## src/shared/pcs_pkg.sv

```systemverilog
package pcs_pkg;

  // Register byte offsets on the APB slave.
  localparam logic [7:0] PCS_CFG_OFS = 8'h00;
  localparam logic [7:0] PCS_STAT_OFS = 8'h04;

  // Configuration field positions.
  localparam int PCS_CFG_BYP_CODER = 0;
  localparam int PCS_CFG_BYP_SCR = 1;
  localparam int PCS_CFG_SPEED10 = 2;
  localparam int PCS_CFG_FIBER = 3;
  localparam logic [3:0] PCS_CFG_RST = 4'h0;

  // Status field positions; the three error bits are sticky.
  localparam int PCS_ST_SSD_ERR = 0;
  localparam int PCS_ST_ESD_ERR = 1;
  localparam int PCS_ST_CODE_ERR = 2;
  localparam int PCS_ST_LOSS_SYNC = 3;
  localparam int PCS_ST_IN_PKT = 4;
  localparam logic [2:0] PCS_ERR_RST = 3'h0;

  // Control symbols and substitute nibbles.
  localparam logic [4:0] PCS_SYM_IDLE = 5'h1F;
  localparam logic [4:0] PCS_SYM_J = 5'h18;
  localparam logic [4:0] PCS_SYM_K = 5'h11;
  localparam logic [4:0] PCS_SYM_T = 5'h0D;
  localparam logic [4:0] PCS_SYM_R = 5'h07;
  localparam logic [4:0] PCS_SYM_H = 5'h04;
  localparam logic [3:0] PCS_NIB_SSD = 4'h5;
  localparam logic [3:0] PCS_NIB_ZERO = 4'h0;

  // Clock rate and descrambler supervision.
  localparam int PCS_CLK_MHZ = 40;
  localparam int PCS_SYNC_WIN_US = 1000;
  localparam int PCS_SYNC_WIN_CYC = PCS_SYNC_WIN_US * PCS_CLK_MHZ;
  localparam int PCS_IDLE_RUN = 25;
  localparam int PCS_ACQ_MATCH = 30;
  localparam logic [10:0] PCS_SCR_SEED = 11'h5A5;

  // Manchester timing: lock transitions, preamble nibbles, then two counts in half-bit samples.
  localparam int PCS_LOCK_TRANS = 8;
  localparam int PCS_PRE_NIB_MIN = 6;
  localparam int PCS_SOI_HALF = 4;
  localparam int PCS_NOTRANS_END = 3;

  // Nibble going in from the controller.
  typedef struct packed {
    logic en;
    logic er;
    logic [3:0] d;
  } pcs_tx_s;

  // Nibble going out to the controller.
  typedef struct packed {
    logic stb;
    logic dv;
    logic er;
    logic crs;
    logic [3:0] d;
  } pcs_rx_s;

  typedef enum logic [1:0] {TX_IDLE, TX_K, TX_DATA, TX_R} pcs_tx_e;
  typedef enum logic [1:0] {RX_IDLE, RX_K, RX_DATA, RX_R} pcs_rx_e;

endpackage : pcs_pkg

```

## src/verilog/pcs_coding_path.sv

```systemverilog
// The APB register port and the register addresses were decided locally.
`timescale 1ns/1ps
// Function
// (RULE1) Map nibbles to fixed five-bit codes both ways.
// (RULE2) Idle is 11111, halt is 00100.
// (RULE3) Unknown codes decode to nibble zero.
// (RULE4) Start pair becomes two 0101 nibbles.
// (RULE5) End pair becomes two 0000 nibbles.
// (RULE6) Error flag aligned with the bad nibble.
// (RULE7) Each error kind sets its status bit.
// (RULE8) Manchester cell: inverted half, then true half.
// (RULE9) Start-of-idle pulse appended; gap not encoded.
// (RULE10) Coder bypass passes five-bit words unchanged.
// (RULE11) Bypassed receive passes raw words; carrier follows link.
// (RULE12) Fast receive clock follows line after squelch, equalizer.
// (RULE13) Fiber receive clock follows line on detect.
// (RULE14) Serial bits assembled into nibbles.
// (RULE15) Slow receive clock follows line on squelch.
// (RULE16) Slow lock quickly, keep six preamble nibbles.
// (RULE17) Fast copper symbols scrambled, per-channel seed.
// (RULE18) No scrambling slow; no descrambling on fiber.
// (RULE19) Scrambler bypass sends coder output directly.
// (RULE20) Descrambler bypass feeds receiver directly.
// (RULE21) Descrambler output aligned to word boundaries.
// (RULE22) Need 25 idle ones per window.
// (RULE23) Loss-of-sync bit while unsynchronised.
// (RULE24) Start pair, end pair and idle fill.
// (RULE25) Transmit error sends halt symbol.
module pcs_coding_path #(
  parameter int SYNC_WIN_CYC = pcs_pkg::PCS_SYNC_WIN_CYC,
  parameter logic [10:0] SCR_SEED = pcs_pkg::PCS_SCR_SEED
) (
  // Clock and reset.
  input wire logic ref_clk,
  input wire logic rstn,
  // APB register port.
  input wire logic [7:0] paddr,
  input wire logic psel,
  input wire logic penable,
  input wire logic pwrite,
  input wire logic [31:0] pwdata,
  output logic [31:0] prdata,
  output logic pready,
  output logic pslverr,
  // Controller side.
  input wire pcs_pkg::pcs_tx_s mac_tx,
  output logic mac_tx_ready,
  output pcs_pkg::pcs_rx_s mac_rx,
  // Line side, from the analog front end.
  input wire logic line_rx,
  input wire logic squelch_ok,
  input wire logic eq_settled,
  input wire logic fiber_signal_detect,
  input wire logic link_pass,
  // Line side, to the analog front end.
  output logic [4:0] tx_sym,
  output logic man_tx,
  output logic man_tx_oe,
  output logic rx_clk_from_line,
  output logic loss_of_sync
);
  import pcs_pkg::*;

  localparam int WIN_W = $clog2(SYNC_WIN_CYC + 1);

  if (SYNC_WIN_CYC < 2) begin : g_bad_win
    $error("sync window must be at least two cycles");
  end
  if (SCR_SEED == 11'h000) begin : g_bad_seed
    $error("scrambler seed must be nonzero");
  end

  // Five-bit code for a data nibble.
  function automatic logic [4:0] enc5(input logic [3:0] n);
    logic [4:0] s;
    s = 5'h1E;
    case (n)
      4'h1: s = 5'h09;
      4'h2: s = 5'h14;
      4'h3: s = 5'h15;
      4'h4: s = 5'h0A;
      4'h5: s = 5'h0B;
      4'h6: s = 5'h0E;
      4'h7: s = 5'h0F;
      4'h8: s = 5'h12;
      4'h9: s = 5'h13;
      4'hA: s = 5'h16;
      4'hB: s = 5'h17;
      4'hC: s = 5'h1A;
      4'hD: s = 5'h1B;
      4'hE: s = 5'h1C;
      4'hF: s = 5'h1D;
      default: s = 5'h1E;
    endcase
    return s;
  endfunction : enc5

  // Nibble and valid flag for a five-bit data code.
  function automatic logic [4:0] dec5(input logic [4:0] s);
    logic [4:0] r;
    r = {1'b0, PCS_NIB_ZERO};
    case (s)
      5'h1E: r = 5'h10;
      5'h09: r = 5'h11;
      5'h14: r = 5'h12;
      5'h15: r = 5'h13;
      5'h0A: r = 5'h14;
      5'h0B: r = 5'h15;
      5'h0E: r = 5'h16;
      5'h0F: r = 5'h17;
      5'h12: r = 5'h18;
      5'h13: r = 5'h19;
      5'h16: r = 5'h1A;
      5'h17: r = 5'h1B;
      5'h1A: r = 5'h1C;
      5'h1B: r = 5'h1D;
      5'h1C: r = 5'h1E;
      5'h1D: r = 5'h1F;
      default: r = {1'b0, PCS_NIB_ZERO};
    endcase
    return r;
  endfunction : dec5

  //////////////////////////////////////////////////////////////////////////
  // Register file.

  logic [3:0] cfg_q;
  logic [2:0] err_q, err_d, err_evt;
  logic [31:0] prdata_q;
  logic synced_q;
  pcs_rx_e rx_st_q;

  wire logic setup = psel && !penable;
  wire logic hit_cfg = (paddr == PCS_CFG_OFS);
  wire logic hit_stat = (paddr == PCS_STAT_OFS);
  wire logic wr_acc = psel && penable && pwrite;
  wire logic byp_coder = cfg_q[PCS_CFG_BYP_CODER];
  wire logic byp_scr = cfg_q[PCS_CFG_BYP_SCR];
  wire logic spd10 = cfg_q[PCS_CFG_SPEED10];
  wire logic fiber = cfg_q[PCS_CFG_FIBER];
  wire logic [2:0] w1c = (wr_acc && hit_stat) ? pwdata[2:0] : 3'h0;

  // Zero-wait slave; an unmapped address answers with an error.
  assign pready = 1'b1;
  assign pslverr = psel && penable && !hit_cfg && !hit_stat;
  assign prdata = prdata_q;
  // A new event beats a clear in the same cycle. [RULE7]
  assign err_d = (err_q & ~w1c) | err_evt;

  // Read data is captured in the setup cycle so it is stable in access.
  always_ff @(posedge ref_clk or negedge rstn) begin
    if (!rstn) begin
      cfg_q <= PCS_CFG_RST;
      err_q <= PCS_ERR_RST;
      prdata_q <= 32'h0000_0000;
    end else begin
      err_q <= err_d;
      if (wr_acc && hit_cfg) begin
        cfg_q <= pwdata[3:0];
      end
      if (setup && hit_cfg) begin
        prdata_q <= {28'h000_0000, cfg_q};
      end else if (setup && hit_stat) begin
        prdata_q <= {27'h000_0000, rx_st_q != RX_IDLE, !synced_q, err_q};
      end else if (setup) begin
        prdata_q <= 32'h0000_0000;
      end
    end
  end

  //////////////////////////////////////////////////////////////////////////
  // Pin synchronisers; only the second stage is read.

  logic [4:0] pin_s1_q, pin_s2_q;
  always_ff @(posedge ref_clk or negedge rstn) begin
    if (!rstn) begin
      pin_s1_q <= 5'h00;
      pin_s2_q <= 5'h00;
    end else begin
      pin_s1_q <= {link_pass, fiber_signal_detect, eq_settled, squelch_ok,
                   line_rx};
      pin_s2_q <= pin_s1_q;
    end
  end
  wire logic ln = pin_s2_q[0];
  wire logic sq = pin_s2_q[1];
  wire logic eq_ok = pin_s2_q[2];
  wire logic fsd = pin_s2_q[3];
  wire logic lpass = pin_s2_q[4];

  // Receive clock source select. [RULE12] [RULE13] [RULE15]
  wire logic clk_line_d = spd10 ? sq : (fiber ? fsd : (sq && eq_ok));

  //////////////////////////////////////////////////////////////////////////
  // Fast transmit: framing, coding and scrambling.

  pcs_tx_e tx_st_q, tx_st_d;
  logic [4:0] sym_d;
  logic [10:0] scr_q, scr_d;
  logic [4:0] scr_out;

  // Delimiters open and close each frame.
  always_comb begin
    tx_st_d = tx_st_q;
    sym_d = PCS_SYM_IDLE; // [RULE2] [RULE24]
    case (tx_st_q)
      TX_IDLE: begin
        if (mac_tx.en) begin
          sym_d = PCS_SYM_J; // [RULE24]
          tx_st_d = TX_K;
        end
      end
      TX_K: begin
        sym_d = PCS_SYM_K;
        tx_st_d = TX_DATA;
      end
      TX_DATA: begin
        if (!mac_tx.en) begin
          sym_d = PCS_SYM_T; // [RULE24]
          tx_st_d = TX_R;
        end else if (mac_tx.er) begin
          sym_d = PCS_SYM_H; // [RULE25]
        end else begin
          sym_d = enc5(mac_tx.d); // [RULE1] [RULE3]
        end
      end
      TX_R: begin
        sym_d = PCS_SYM_R;
        tx_st_d = TX_IDLE;
      end
      default: tx_st_d = TX_IDLE;
    endcase
    if (byp_coder) begin
      sym_d = {mac_tx.er, mac_tx.d}; // [RULE10]
    end
  end

  // Side-stream scrambler, sent MSB first; the seed differs per channel
  // so neighbouring channels never run in step.
  always_comb begin
    scr_d = scr_q;
    scr_out = 5'h00;
    for (int i = 4; i >= 0; i--) begin
      scr_out[i] = sym_d[i] ^ scr_d[10] ^ scr_d[8]; // [RULE17]
      scr_d = {scr_d[9:0], scr_d[10] ^ scr_d[8]};
    end
  end

  wire logic scr_on = !byp_scr && !spd10 && !fiber; // [RULE18] [RULE19]

  always_ff @(posedge ref_clk or negedge rstn) begin
    if (!rstn) begin
      tx_st_q <= TX_IDLE;
      scr_q <= SCR_SEED;
      tx_sym <= PCS_SYM_IDLE;
    end else begin
      tx_st_q <= spd10 ? TX_IDLE : tx_st_d;
      scr_q <= scr_d;
      tx_sym <= scr_on ? scr_out : sym_d; // [RULE19]
    end
  end

  //////////////////////////////////////////////////////////////////////////
  // Slow transmit: Manchester cells, one half-bit per cycle.

  logic [3:0] mt_sh_q;
  logic [2:0] mt_ph_q;
  logic mt_act_q;
  logic [2:0] soi_q;

  wire logic mt_ready = !mt_act_q || (mt_ph_q == 3'd7);
  wire logic mt_bit = mt_sh_q[mt_ph_q[2:1]];
  assign mac_tx_ready = spd10 ? mt_ready : 1'b1;

  // The gap is left undriven; only the closing pulse follows a frame.
  always_ff @(posedge ref_clk or negedge rstn) begin
    if (!rstn) begin
      mt_sh_q <= 4'h0;
      mt_ph_q <= 3'd0;
      mt_act_q <= 1'b0;
      soi_q <= 3'd0;
      man_tx <= 1'b0;
      man_tx_oe <= 1'b0;
    end else begin
      mt_ph_q <= mt_ph_q + 3'd1;
      if (soi_q != 3'd0) begin
        soi_q <= soi_q - 3'd1;
      end
      if (spd10 && mt_ready && mac_tx.en) begin
        mt_sh_q <= mac_tx.d;
        mt_ph_q <= 3'd0;
        mt_act_q <= 1'b1;
      end else if (mt_ready && mt_act_q) begin
        mt_act_q <= 1'b0;
        soi_q <= 3'(PCS_SOI_HALF); // [RULE9]
      end
      // Inverted value first, true value second. [RULE8]
      man_tx <= mt_act_q ? (mt_ph_q[0] ? mt_bit : !mt_bit) : 1'b1;
      man_tx_oe <= mt_act_q || (soi_q != 3'd0); // [RULE9]
    end
  end

  //////////////////////////////////////////////////////////////////////////
  // Fast receive: descrambler and its supervision.

  logic [10:0] ds_q, ds_d;
  logic [5:0] acq_q;
  logic [4:0] ones_q;
  logic seen_q;
  logic [WIN_W-1:0] win_q;

  wire logic ds_on = !byp_scr && !spd10 && !fiber; // [RULE18] [RULE20]
  wire logic ks = ds_q[10] ^ ds_q[8];
  wire logic obs = !ln; // Keystream as seen during idle.
  wire logic rbit = ds_on ? (ln ^ ks) : ln; // [RULE20]
  wire logic run_hit = rbit && (ones_q == 5'(PCS_IDLE_RUN - 1));
  wire logic win_end = (win_q == WIN_W'(SYNC_WIN_CYC - 1));
  wire logic acq_done = (acq_q == 6'(PCS_ACQ_MATCH - 1)) && (ks == obs);
  assign ds_d = synced_q ? {ds_q[9:0], ks} : {ds_q[9:0], obs};
  assign loss_of_sync = !synced_q; // [RULE23]

  // Acquire on the idle keystream; keep sync on idle runs. [RULE22]
  always_ff @(posedge ref_clk or negedge rstn) begin
    if (!rstn) begin
      ds_q <= 11'h000;
      acq_q <= 6'd0;
      ones_q <= 5'd0;
      seen_q <= 1'b0;
      win_q <= '0;
      synced_q <= 1'b0;
    end else begin
      ds_q <= ds_d;
      ones_q <= (!rbit) ? 5'd0 : (run_hit ? ones_q : ones_q + 5'd1);
      win_q <= win_end ? '0 : win_q + WIN_W'(1);
      if (!ds_on) begin
        synced_q <= 1'b1;
        acq_q <= 6'd0;
      end else if (!synced_q) begin
        acq_q <= (ks == obs) ? acq_q + 6'd1 : 6'd0;
        if (acq_done) begin
          synced_q <= 1'b1; // [RULE23]
          acq_q <= 6'd0;
          win_q <= '0;
          seen_q <= 1'b0;
        end
      end else if (win_end) begin
        synced_q <= seen_q || run_hit; // [RULE22]
        seen_q <= 1'b0;
      end else if (run_hit) begin
        seen_q <= 1'b1;
      end
    end
  end

  //////////////////////////////////////////////////////////////////////////
  // Fast receive: word alignment and decoding.

  logic [8:0] sh_q;
  logic [2:0] ph_q;
  pcs_rx_e rx_st_d;
  pcs_rx_s rx_d;
  logic [4:0] dv5;

  wire logic [9:0] sh10 = {sh_q, rbit};
  wire logic [4:0] cur = sh10[4:0];
  // Boundary found at an idle-to-start edge, then held every fifth bit.
  wire logic jk_seen = (rx_st_q == RX_IDLE) && (sh10 == {PCS_SYM_IDLE,
                        PCS_SYM_J}); // [RULE21]
  wire logic bnd = synced_q && ((ph_q == 3'd4) || jk_seen); // [RULE21]
  assign dv5 = dec5(cur);

  always_comb begin
    rx_st_d = rx_st_q;
    err_evt = 3'h0;
    rx_d = '0;
    rx_d.crs = (rx_st_q != RX_IDLE);
    if (byp_coder) begin
      rx_d.crs = lpass; // [RULE11]
      rx_d.stb = bnd;
      rx_d.er = bnd && cur[4]; // Fifth bit rides on the error line.
      rx_d.d = bnd ? cur[3:0] : PCS_NIB_ZERO; // [RULE11]
      rx_st_d = RX_IDLE;
    end else if (!synced_q || spd10) begin
      rx_st_d = RX_IDLE;
    end else if (bnd) begin
      rx_d.stb = 1'b1;
      rx_d.dv = 1'b1;
      case (rx_st_q)
        RX_IDLE: begin
          rx_d.dv = (cur == PCS_SYM_J);
          rx_d.d = (cur == PCS_SYM_J) ? PCS_NIB_SSD : PCS_NIB_ZERO;
          rx_st_d = (cur == PCS_SYM_J) ? RX_K : RX_IDLE; // [RULE4]
        end
        RX_K: begin
          rx_d.d = PCS_NIB_SSD; // [RULE4]
          rx_d.er = (cur != PCS_SYM_K); // [RULE6]
          err_evt[PCS_ST_SSD_ERR] = (cur != PCS_SYM_K); // [RULE7]
          rx_st_d = RX_DATA;
        end
        RX_DATA: begin
          rx_d.d = dv5[3:0]; // [RULE1] [RULE3]
          if (cur == PCS_SYM_T) begin
            rx_st_d = RX_R; // [RULE5]
          end else if (cur == PCS_SYM_IDLE) begin
            rx_d.er = 1'b1; // [RULE6]
            err_evt[PCS_ST_ESD_ERR] = 1'b1; // [RULE7]
            rx_st_d = RX_IDLE;
          end else if (!dv5[4]) begin
            rx_d.er = 1'b1; // [RULE6]
            err_evt[PCS_ST_CODE_ERR] = 1'b1; // [RULE7]
          end
        end
        RX_R: begin
          rx_d.d = PCS_NIB_ZERO; // [RULE5]
          rx_d.er = (cur != PCS_SYM_R); // [RULE6]
          err_evt[PCS_ST_ESD_ERR] = (cur != PCS_SYM_R); // [RULE7]
          rx_st_d = RX_IDLE;
        end
        default: rx_st_d = RX_IDLE;
      endcase
    end
  end

  //////////////////////////////////////////////////////////////////////////
  // Slow receive: Manchester lock and nibble assembly.

  logic m_prev_q, m_hp_q, m_lock_q;
  logic [3:0] m_tr_q, m_nib_q;
  logic [1:0] m_cnt_q, m_flat_q;

  wire logic m_tr = (ln != m_prev_q);
  wire logic m_end = !sq || (m_flat_q == 2'(PCS_NOTRANS_END - 1) && !m_tr);
  // Take the true second half.
  wire logic m_take = m_lock_q && m_hp_q;
  wire logic m_full = m_take && (m_cnt_q == 2'd3);

  // Lock on preamble; a flat stretch ends the frame.
  always_ff @(posedge ref_clk or negedge rstn) begin
    if (!rstn) begin
      m_prev_q <= 1'b0;
      m_hp_q <= 1'b0;
      m_lock_q <= 1'b0;
      m_tr_q <= 4'd0;
      m_nib_q <= 4'h0;
      m_cnt_q <= 2'd0;
      m_flat_q <= 2'd0;
    end else begin
      m_prev_q <= ln;
      m_flat_q <= m_tr ? 2'd0 : m_flat_q + 2'd1;
      m_hp_q <= !m_hp_q;
      if (!spd10 || m_end) begin
        m_lock_q <= 1'b0; // [RULE9]
        m_tr_q <= 4'd0;
        m_cnt_q <= 2'd0;
      end else if (!m_lock_q) begin
        if (m_tr) begin
          m_tr_q <= m_tr_q + 4'd1;
        end
        if (m_tr && m_tr_q == 4'(PCS_LOCK_TRANS - 1)) begin
          m_lock_q <= 1'b1; // [RULE16]
          m_hp_q <= 1'b0;
        end
      end else if (m_take) begin
        m_nib_q <= {ln, m_nib_q[3:1]}; // [RULE14]
        m_cnt_q <= m_cnt_q + 2'd1;
      end
    end
  end

  //////////////////////////////////////////////////////////////////////////
  // Receive state and controller outputs.

  always_ff @(posedge ref_clk or negedge rstn) begin
    if (!rstn) begin
      rx_st_q <= RX_IDLE;
      sh_q <= 9'h000;
      ph_q <= 3'd0;
      mac_rx <= '0;
      rx_clk_from_line <= 1'b0;
    end else begin
      rx_st_q <= rx_st_d;
      sh_q <= sh10[8:0]; // [RULE14]
      ph_q <= bnd ? 3'd0 : ((ph_q == 3'd4) ? 3'd0 : ph_q + 3'd1);
      rx_clk_from_line <= clk_line_d;
      if (spd10) begin
        mac_rx.stb <= m_full && !m_end;
        mac_rx.dv <= m_lock_q && !m_end; // [RULE16]
        mac_rx.er <= 1'b0;
        mac_rx.crs <= sq;
        mac_rx.d <= (m_full && !m_end) ? {ln, m_nib_q[3:1]} : mac_rx.d;
      end else begin
        mac_rx <= rx_d; // [RULE6]
      end
    end
  end

endmodule : pcs_coding_path

```

## config.mk

```make
export PLATFORM = sky130hd
export DESIGN_NAME = pcs_coding_path
export DESIGN_NICKNAME = d
export VERILOG_FILES = /design/src/shared/pcs_pkg.sv /design/src/verilog/pcs_coding_path.sv
export SDC_FILE = /design/constraint.sdc
export NUM_CORES = 1
export LEC_CHECK = 0
export BUFFER_PORTS_ARGS = -buffer_cell sky130_fd_sc_hd__buf_2
export CAP_MARGIN = 15
export CORE_MARGIN = 2
export CORE_UTILIZATION = 45
export DETAILED_ROUTE_END_ITERATION = 10
export GPL_TIMING_DRIVEN = 0
export HOLD_SLACK_MARGIN = 0.15
export PLACE_DENSITY_LB_ADDON = 0.2
export SKIP_CTS_REPAIR_TIMING = 1
export SLEW_MARGIN = 15
export SYNTH_ARGS = -nofsm -noshare
export SYNTH_HDL_FRONTEND = slang
export SYNTH_SLANG_ARGS = --single-unit
```

## constraint.sdc

```tcl
create_clock -name ref_clk -period 3.4 [get_ports ref_clk]
set_input_delay 0.17 -clock ref_clk [delete_from_list [all_inputs] [get_ports ref_clk]]
set_output_delay 0.17 -clock ref_clk [all_outputs]
set_load 0.01 [all_outputs]
```

==> results of run 1 <==
report_power, final:
| group | total, mW | switching, mW | leakage, nW | internal (mW) |
|---|---|---|---|---|
| Sequential | 2.03 | 0.176 | 1.64 | 1.85 |
| Combinational | 1.31 | 0.787 | 1.61 | 0.524 |
| Clock | 1.71 | 0.635 | 0.277 | 1.07 |
state kept, by name, summed over array words and instances (netlist names), 4 cells and up:
register and cells:
acq_q 6, cfg_q 4, ds_q 11, m_tr_q 4, mac_rx 8, mt_sh_q 4, ones_q 5, pin_s1_q 5
pin_s2_q 5, prdata 5, scr_q 11, sh_q 9, tx_sym 5, win_q 16
Yosys cell counts (all sizes together) (4+ instances only):
cell      n
nor3     10
and2      5
and3      9
dfstp    11
ha       21
buf      34
xnor2    13
nor2     50
mux2     11
nor4      4
o31ai     9
a22oi     5
dfrtp   119
mux2i    11
nand3    21
a211oi    5
nor2b     8
clkbuf   13
xor2     29
or3       5
o21ai    31
a21oi    26
nand2    53
inv      26
nand4     7
critical path, stage by stage, from the launching register on:
cell and delay [ns]:
dfrtp_1 0.40, buf_2 0.20, nand4bb_1 0.37, a211oi_1 0.36, o21ai_2 0.17, a21boi_2 0.40, a41oi_1 0.19, a22oi_1 0.19
cell families after synthesis:
| logic type | after synthesis | synth area share |
|---|---|---|
| XOR/XNOR | 42 | 0.06252 |
| buffers and inverters | 73 | 0.06355 |
| flip-flops | 130 | 0.5335 |
| adder cells (fa/ha/maj) | 21 | 0.04291 |
| AND/OR/NAND/NOR | 184 | 0.1455 |
| AO/OA/AOI/OAI | 102 | 0.1089 |
| other | 2 | 0.001226 |
| multiplexers | 23 | 0.04189 |
path summary, 6_finish.rpt:
kind | startpoint | end | slack, ns | depth (start not counted)
hold reg to reg | pin_s1_q[2] | pin_s2_q[2] | 0.35 | 0
setup reg to reg | sh_q[1] | mac_rx[3] | 1.03 | 7
hold / removal | paddr[7] | prdata[3] | 0.19 | 4
max in group asynchronous | rstn | prdata[0] | 2.35 | 3
setup / recovery | sh_q[1] | mac_rx[3] | 1.03 | 7
min in group asynchronous | rstn | win_q[5] | 0.33 | 2
cells in the final DEF, fill, tap and decap left out, types with 4 or more instances in the layout:
master         count
conb_1            28
clkbuf_8           4
and3_1             9
mux2_2            11
xnor2_1           11
o21ai_0           24
mux2i_1           11
nand2_1           53
o31ai_1            9
nand4_1            7
clkbuf_1          14
nand3_1           21
o21ai_1            5
buf_4             29
inv_1             25
dfrtp_1          119
clkbuf_16         17
xor2_1            29
a21oi_1           26
clkinv_2           6
nor2b_1            8
nor3_1             9
buf_2             53
nor2_1            50
a22oi_1            5
dlygate4sd3_1     18
or3_1              4
and2_1             5
dfstp_2           11
ha_1              21
metrics by stage:
stage,std cells,power (mW),util,cell area (sq um),setup slack [ns]
detailed placement,829,3.333,0.5075,6720,1.064
global route,879,5.365,0.5639,7467,0.8489
global placement,828,3.273,0.5049,6686,0.4980
CTS,861,5.067,0.5503,7287,1.027
floorplan,603,2.964,-,6221,1.433
finish,879,5.046,0.5639,7467,1.031
per-layer routing:
layer,GRT usage,wire length (um),vias to the layer above
li1,-,-,2158
met1,0.2367,5553,2170
met2,0.2807,5890,105
met3,0.04906,585,21
met4,0.07994,255,0
met5,0,0,-
cell type report:
cell class,count,area (sq um),area share
multi-input cells,400,2565,0.3435
plain buffers,47,291.5,0.03904
well taps,176,220.2,0.02949
flip-flops and latches,130,3267,0.4375
clock buffers,22,484.2,0.06485
inverters,26,97.59,0.01307
repair buffers,68,459.2,0.06149
clock inverters,10,82.58,0.01106
==> impl_metrics.env, run 1 <==
export IMPL_dr_first_iter_drc_count=291
export IMPL_yosysUniqueCellTypes=61
export IMPL_finalSetupViolCount=0
export IMPL_max_freq_ghz=0.4222
export IMPL_leakage_nw=3.531
export IMPL_clk_pin_slew_ns=0.05
export IMPL_first_pass_iters=5
export IMPL_power_per_cell_area_mw_per_mm2=675.7
export IMPL_ys_async_sr_fraction=1.000
export IMPL_worstSkewPairLatency_ns=0.42
export IMPL_areaGrowthSynthToFinish_pct=21.95
export IMPL_peakVddDrop_mv=0.4251
export IMPL_fin_crit_ns=2.369
export IMPL_via_count=4454
export IMPL_critical_path_max_fanout=10
export IMPL_final_max_slew_viol_count=0
export IMPL_hp_class="in -> reg"
export IMPL_port_buffers=49
export IMPL_synth_area_sq_mm=0.006123
export IMPL_outcome="completed"
export IMPL_diodes=0
export IMPL_antenna_found_initial=0
export IMPL_cts_tree="built"
export IMPL_final_hold_violation_count=0
export IMPL_cts_root_buf="clkbuf_16"
export IMPL_nFillCells=1158
export IMPL_rsz0062_at_grt="no"
export IMPL_max_cap_violations=0
export IMPL_initial_utilization=0.4624
export IMPL_tightest_slew_ns=0.6393
export IMPL_dp_hpwl_um=8639
export IMPL_antenna_left=0
export IMPL_synth_yosys_seq_area_share=0.5335
export IMPL_fin_tns_setup_ns=0
export IMPL_arrival_ns=2.70
export IMPL_critPathLaunchType="flop"
export IMPL_slew_limit_headroom=0.5738
export IMPL_core_area_sq_mm=0.01324
export IMPL_dieArea_sq_mm=0.01456
export IMPL_syn_inst=577
export IMPL_clock_path_buffers=2
export IMPL_wl_per_cell_um=13.97
export IMPL_worst_hold_slack_ns=0.1931
export IMPL_end_kind="flop"
export IMPL_layout_nets=767
export IMPL_yosys_area_top_type="dfrtp_1"
export IMPL_pin_count=108
export IMPL_rows=42
export IMPL_first_global_vias=4187
export IMPL_cts_buffers=17
export IMPL_yosysWarnings=0
export IMPL_synth_edf_count=0
export IMPL_clock_skew_ns=0.005639
export IMPL_htreeDepth=4
export IMPL_finalCritPeriodShare=0.6967
export IMPL_layout_drive_gt1_share=0.2162
export IMPL_grt_max_degree=67
export IMPL_grt_usage=0.1804
export IMPL_syn_avg_cell_area_sq_um=10.61
export IMPL_wirelength_um=12280
export IMPL_grt_pass1_wl_um=20310
export IMPL_vias_per_cell=5.067
export IMPL_required_ns=3.73
export IMPL_route_detailed_drc=0
export IMPL_globalRouteOverflowTotal=0
export IMPL_die_width_um=120.7
export IMPL_ys_flop_type="dfrtp_1"
export IMPL_synth_seq_cells=130
export IMPL_die_y_um=120.7
export IMPL_crit_type="reg -> reg"
export IMPL_yosys_top_cells_area="dfrtp_1, dfstp_2, ha_1"
export IMPL_finalWeightedCongestion=0.8622
export IMPL_yosysTopAreaCellShare=0.4863
export IMPL_clkSinkCount=130
Note: power is estimated with default switching activity, not from simulation.
==> run 2, diff against run 1 <==
clock period = 2 ns   (was 3.4 ns; I/O delays follow)
==> impl_metrics.env, run 2 (same netlist as run 1, synthesis figures left out) <==
export IMPL_die_y_um=120.7
export IMPL_regMostFlops="win_q"
export IMPL_routed_wl_met2_um=6228
export IMPL_final_max_slew_viol_count=0
export IMPL_crit_type="reg -> reg"
export IMPL_largest_reg_flops=16
export IMPL_failed_checks="setup timing"
export IMPL_whs_path_depth=4
export IMPL_total_power_mw=9.236
export IMPL_wl_per_cell_um=14.15
export IMPL_grt_pass1_wl_um=20310
export IMPL_final_util=0.5942
export IMPL_rsz0062_at_grt="yes"
export IMPL_power_per_cell_area_mw_per_mm2=1174
export IMPL_final_cell_area_sq_mm=0.007869
export IMPL_finalWeightedCongestion=0.8622
export IMPL_dp_hpwl_um=8639
export IMPL_finalSetupViolCount=15
export IMPL_tightest_slew_ns=0.6482
export IMPL_fin_cells=897
export IMPL_globalRouteOverflowTotal=0
export IMPL_critPathLaunchType="flop"
export IMPL_grt_max_degree=67
export IMPL_route_detailed_drc=0
export IMPL_rows=42
export IMPL_critPathTopFamily="compound AO/OA/AOI/OAI gates"
export IMPL_path_buf_inv=2
export IMPL_arrival_ns=2.43
export IMPL_die_width_um=120.7
export IMPL_highest_layer="met4"
export IMPL_nFillCells=1113
export IMPL_fin_tns_setup_ns=-0.5854
export IMPL_dieArea_sq_mm=0.01456
export IMPL_place_inst=829
export IMPL_clock_skew_ns=0.003861
export IMPL_slowest_stage="dfrtp_1"
export IMPL_areaGrowthSynthToFinish_pct=28.50
export IMPL_cpPeakStageDelay_ns=0.42
export IMPL_via_count=4523
export IMPL_antenna_found_initial=0
export IMPL_clk_pin_slew_ns=0.05
export IMPL_clock_path_buffers=2
export IMPL_finalCritPeriodShare=1.053
export IMPL_first_pass_iters=5
export IMPL_critical_path_max_fanout=4
export IMPL_port_buffers=49
export IMPL_diodes=0
export IMPL_pin_count=108
export IMPL_dpl_instance_area_sq_mm=0.006720
export IMPL_cts_root_buf="clkbuf_16"
export IMPL_initial_utilization=0.4624
export IMPL_mostFrequentLayoutCells="dfrtp_1, buf_2, nand2_1"
export IMPL_worstSkewPairLatency_ns=0.42
export IMPL_peakVddDrop_mv=0.7582
export IMPL_end_kind="flop"
export IMPL_layout_drive_gt1_share=0.2857
export IMPL_rr_worst_depth=8
export IMPL_hp_class="in -> reg"
export IMPL_max_freq_ghz=0.4749
export IMPL_pre_cts_ws_ns=-0.3359
export IMPL_met3_length_um=469
export IMPL_worst_hold_slack_ns=0.1212
export IMPL_slew_limit_headroom=0.5678
export IMPL_critical_path_cell_chain="buf_6 -> nand4bb_4 -> nor4_4 -> o21ai_4 -> a211oi_4 -> buf_4 -> a21oi_1 -> a211oi_2"
export IMPL_fin_crit_ns=2.106
export IMPL_grt_usage=0.1804
export IMPL_leakage_nw=3.668
export IMPL_max_cap_violations=0
export IMPL_outcome="finished, violations left"
export IMPL_required_ns=2.33
export IMPL_fin_ws_ns=-0.1057
export IMPL_clkSinkCount=130
export IMPL_m1WireLength_um=5716
export IMPL_wirelength_um=12690
export IMPL_vias_per_cell=5.042
export IMPL_final_hold_violation_count=0
export IMPL_dr_first_iter_drc_count=311
export IMPL_layout_nets=785
export IMPL_top_regs="win_q (16), ds_q (11), scr_q (11)"
export IMPL_cts_buffers=17
export IMPL_core_area_sq_mm=0.01324
export IMPL_htreeDepth=4
export IMPL_cp_num_cells=8
export IMPL_first_global_vias=4187
export IMPL_cts_tree="built"
export IMPL_antenna_left=0
export IMPL_final_common_cell="dfrtp_1"
## run 2: cell types whose count changed in the layout (fill, tap and decap cells not counted), moves of 4 or more
cell	change
buf_4	+15
buf_6	+6
clkbuf_1	-4
dfrtp_1	-5
dfrtp_2	+5
nor2_1	-8
nor2_2	+4
nor2_4	+4
## run 2: where the power goes
group / switching [mW] / leakage, nW / internal, mW
sequential: 0.353 / 1.63 / 3.15
clock: 1.08 / 0.277 / 1.82
combinational: 1.53 / 1.76 / 1.29
## run 2: path summary, 6_finish.rpt
check | from | to | slack (ns)
min in group asynchronous | rstn | win_q[5] | 0.26
worst max-delay path | sh_q[1] | mac_rx[5] | -0.11
max in group asynchronous | rstn | cfg_q[2] | 1.01
worst min-delay path | paddr[7] | prdata[3] | 0.12
worst max register to register | sh_q[1] | mac_rx[5] | -0.11
worst min register to register | pin_s1_q[2] | pin_s2_q[2] | 0.35
## run 2: layout make-up
type,instances,area (sq um),area share
well taps,176,220.2,0.02799
multi-input cells,400,2783,0.3536
clock inverters,10,82.58,0.01049
flip-flops and latches,130,3273,0.4160
plain buffers,46,311.5,0.03959
repair buffers,87,614.3,0.07807
clock buffers,22,484.2,0.06154
inverters,26,100.1,0.01272
## run 2: worst min-delay path: stages
cell,delay [ns]
buf_2,0.07
nor4_1,0.05
nand2_1,0.16
o31ai_1,0.11
## run 2: routing by layer
layer,vias to the layer above,global-route usage
met5,-,0
met4,0,0.07994
met3,23,0.04906
met2,91,0.2807
met1,2211,0.2367
li1,2198,-
==> run 3, diff against run 2 <==
CAP_MARGIN = 20   (was 15)
RECOVER_POWER = 50   (was unset)
==> impl_metrics.env, run 3 (same netlist as run 1, synthesis figures left out) <==
export IMPL_r2r_end="mac_rx[5]"
export IMPL_dp_hpwl_um=8757
export IMPL_max_freq_ghz=0.4698
export IMPL_dpl_instance_area_sq_mm=0.006748
export IMPL_wl_per_cell_um=14.34
export IMPL_rsz0062_at_grt="yes"
export IMPL_leakage_nw=3.658
export IMPL_dieArea_sq_mm=0.01456
export IMPL_dr_first_iter_drc_count=274
export IMPL_antenna_found_initial=0
export IMPL_cts_buffers=17
export IMPL_cts_tree="built"
export IMPL_initial_utilization=0.4624
export IMPL_total_power_mw=9.240
export IMPL_critical_path_max_fanout=10
export IMPL_finalCritPeriodShare=1.064
export IMPL_areaGrowthSynthToFinish_pct=28.63
export IMPL_die_y_um=120.7
export IMPL_final_common_cell="dfrtp_1"
export IMPL_max_cap_violations=0
export IMPL_clock_path_buffers=2
export IMPL_grt_pass1_wl_um=20580
export IMPL_crit_type="reg -> reg"
export IMPL_r2r_start="sh_q[1]"
export IMPL_regMostFlops="win_q"
export IMPL_grt_usage=0.1811
export IMPL_first_pass_iters=4
export IMPL_wirelength_um=12840
export IMPL_layout_drive_gt1_share=0.2809
export IMPL_core_area_sq_mm=0.01324
export IMPL_port_buffers=49
export IMPL_critPathLaunchType="flop"
export IMPL_fin_cells=895
export IMPL_via_count=4526
export IMPL_htreeDepth=4
export IMPL_final_max_slew_viol_count=0
export IMPL_top_regs="win_q (16), ds_q (11), scr_q (11)"
export IMPL_antenna_left=0
export IMPL_required_ns=2.33
export IMPL_finalSetupViolCount=21
export IMPL_outcome="finished, violations left"
export IMPL_arrival_ns=2.46
export IMPL_finalWeightedCongestion=0.8622
export IMPL_final_hold_violation_count=0
export IMPL_globalRouteOverflowTotal=0
export IMPL_worstSkewPairLatency_ns=0.41
export IMPL_pin_count=108
export IMPL_cts_root_buf="clkbuf_16"
export IMPL_mostFrequentLayoutCells="dfrtp_1, buf_2, nand2_1"
export IMPL_route_detailed_drc=0
export IMPL_end_kind="flop"
export IMPL_rrSetupSlack_ns=-0.13
export IMPL_clock_skew_ns=0.006742
export IMPL_failed_checks="setup timing"
export IMPL_hp_class="in -> reg"
export IMPL_clk_pin_slew_ns=0.05
export IMPL_peakVddDrop_mv=0.8037
export IMPL_fin_crit_ns=2.128
export IMPL_power_per_cell_area_mw_per_mm2=1173
export IMPL_largest_reg_flops=16
export IMPL_slew_limit_headroom=0.05950
export IMPL_die_width_um=120.7
export IMPL_layout_nets=785
export IMPL_crit_end="mac_rx[5]"
export IMPL_rr_worst_depth=8
export IMPL_grt_max_degree=66
export IMPL_first_global_vias=4282
export IMPL_place_inst=830
export IMPL_tightest_slew_ns=1.411
export IMPL_fin_ws_ns=-0.1284
export IMPL_rows=42
export IMPL_final_cell_area_sq_mm=0.007876
export IMPL_diodes=0
export IMPL_startpoint="sh_q[1]"
export IMPL_clkSinkCount=130
export IMPL_vias_per_cell=5.057
run 3: power breakdown:
group | switching [mW] | internal, mW | total (mW)
Combinational | 1.54 | 1.26 | 2.79
Clock | 1.03 | 1.91 | 2.94
Sequential | 0.350 | 3.15 | 3.50
run 3: per-stage QoR:
stage	setup TNS, ns	worst slack (ns)	utilization	hold WS, ns
floorplan	0	0.03323	-	-0.1956
global placement	-103.73	-0.8320	0.5049	0.2076
detailed placement	-4.752	-0.3386	0.5095	0.1314
CTS	-5.590	-0.3766	0.5521	-0.3089
global route	-3.385	-0.2034	0.5948	0.1545
finish	-1.517	-0.1284	0.5948	0.1232
run 3: worst min-delay path by stage:
stage                                   start           to  slack [ns]  cells after the start
final                                paddr[7]    prdata[0]        0.12                      4
after CTS                                rstn     win_q[8]       -0.31                      2
after global placement    fiber_signal_detect  pin_s1_q[3]        0.21                      1
after global routing                 paddr[7]    prdata[1]        0.15                      4
after floorplan                          rstn     acq_q[0]       -0.20                      0
after detailed placement                 rstn     win_q[8]        0.13                      2
run 3: layout make-up:
type | count | area (sq um)
repair buffers | 88 | 626.9
clock inverters | 5 | 77.57
flip-flops and latches | 130 | 3274
inverters | 26 | 103.9
fillers | 1113 | 5366
clock buffers | 25 | 485.5
well taps | 176 | 220.2
plain buffers | 45 | 300.3
multi-input cells | 400 | 2788
run 3: worst max-delay path, stage by stage, from the launching register on:
cell and delay (ns):
dfrtp_1 0.40, buf_2 0.20, nand4bb_4 0.34, a211oi_4 0.31, o21ai_4 0.12, a211oi_4 0.23, buf_6 0.16, a21oi_1 0.08
a211oi_2 0.20
run 3: per-layer routing:
| layer | global-route usage | vias up | routed length (um) |
|---|---|---|---|
| met1 | 0.2404 | 2219 | 5623 |
| met3 | 0.05236 | 24 | 501 |
| met5 | 0 | - | 0 |
| met4 | 0.07485 | 0 | 306 |
| met2 | 0.2793 | 90 | 6404 |
| li1 | - | 2193 | - |
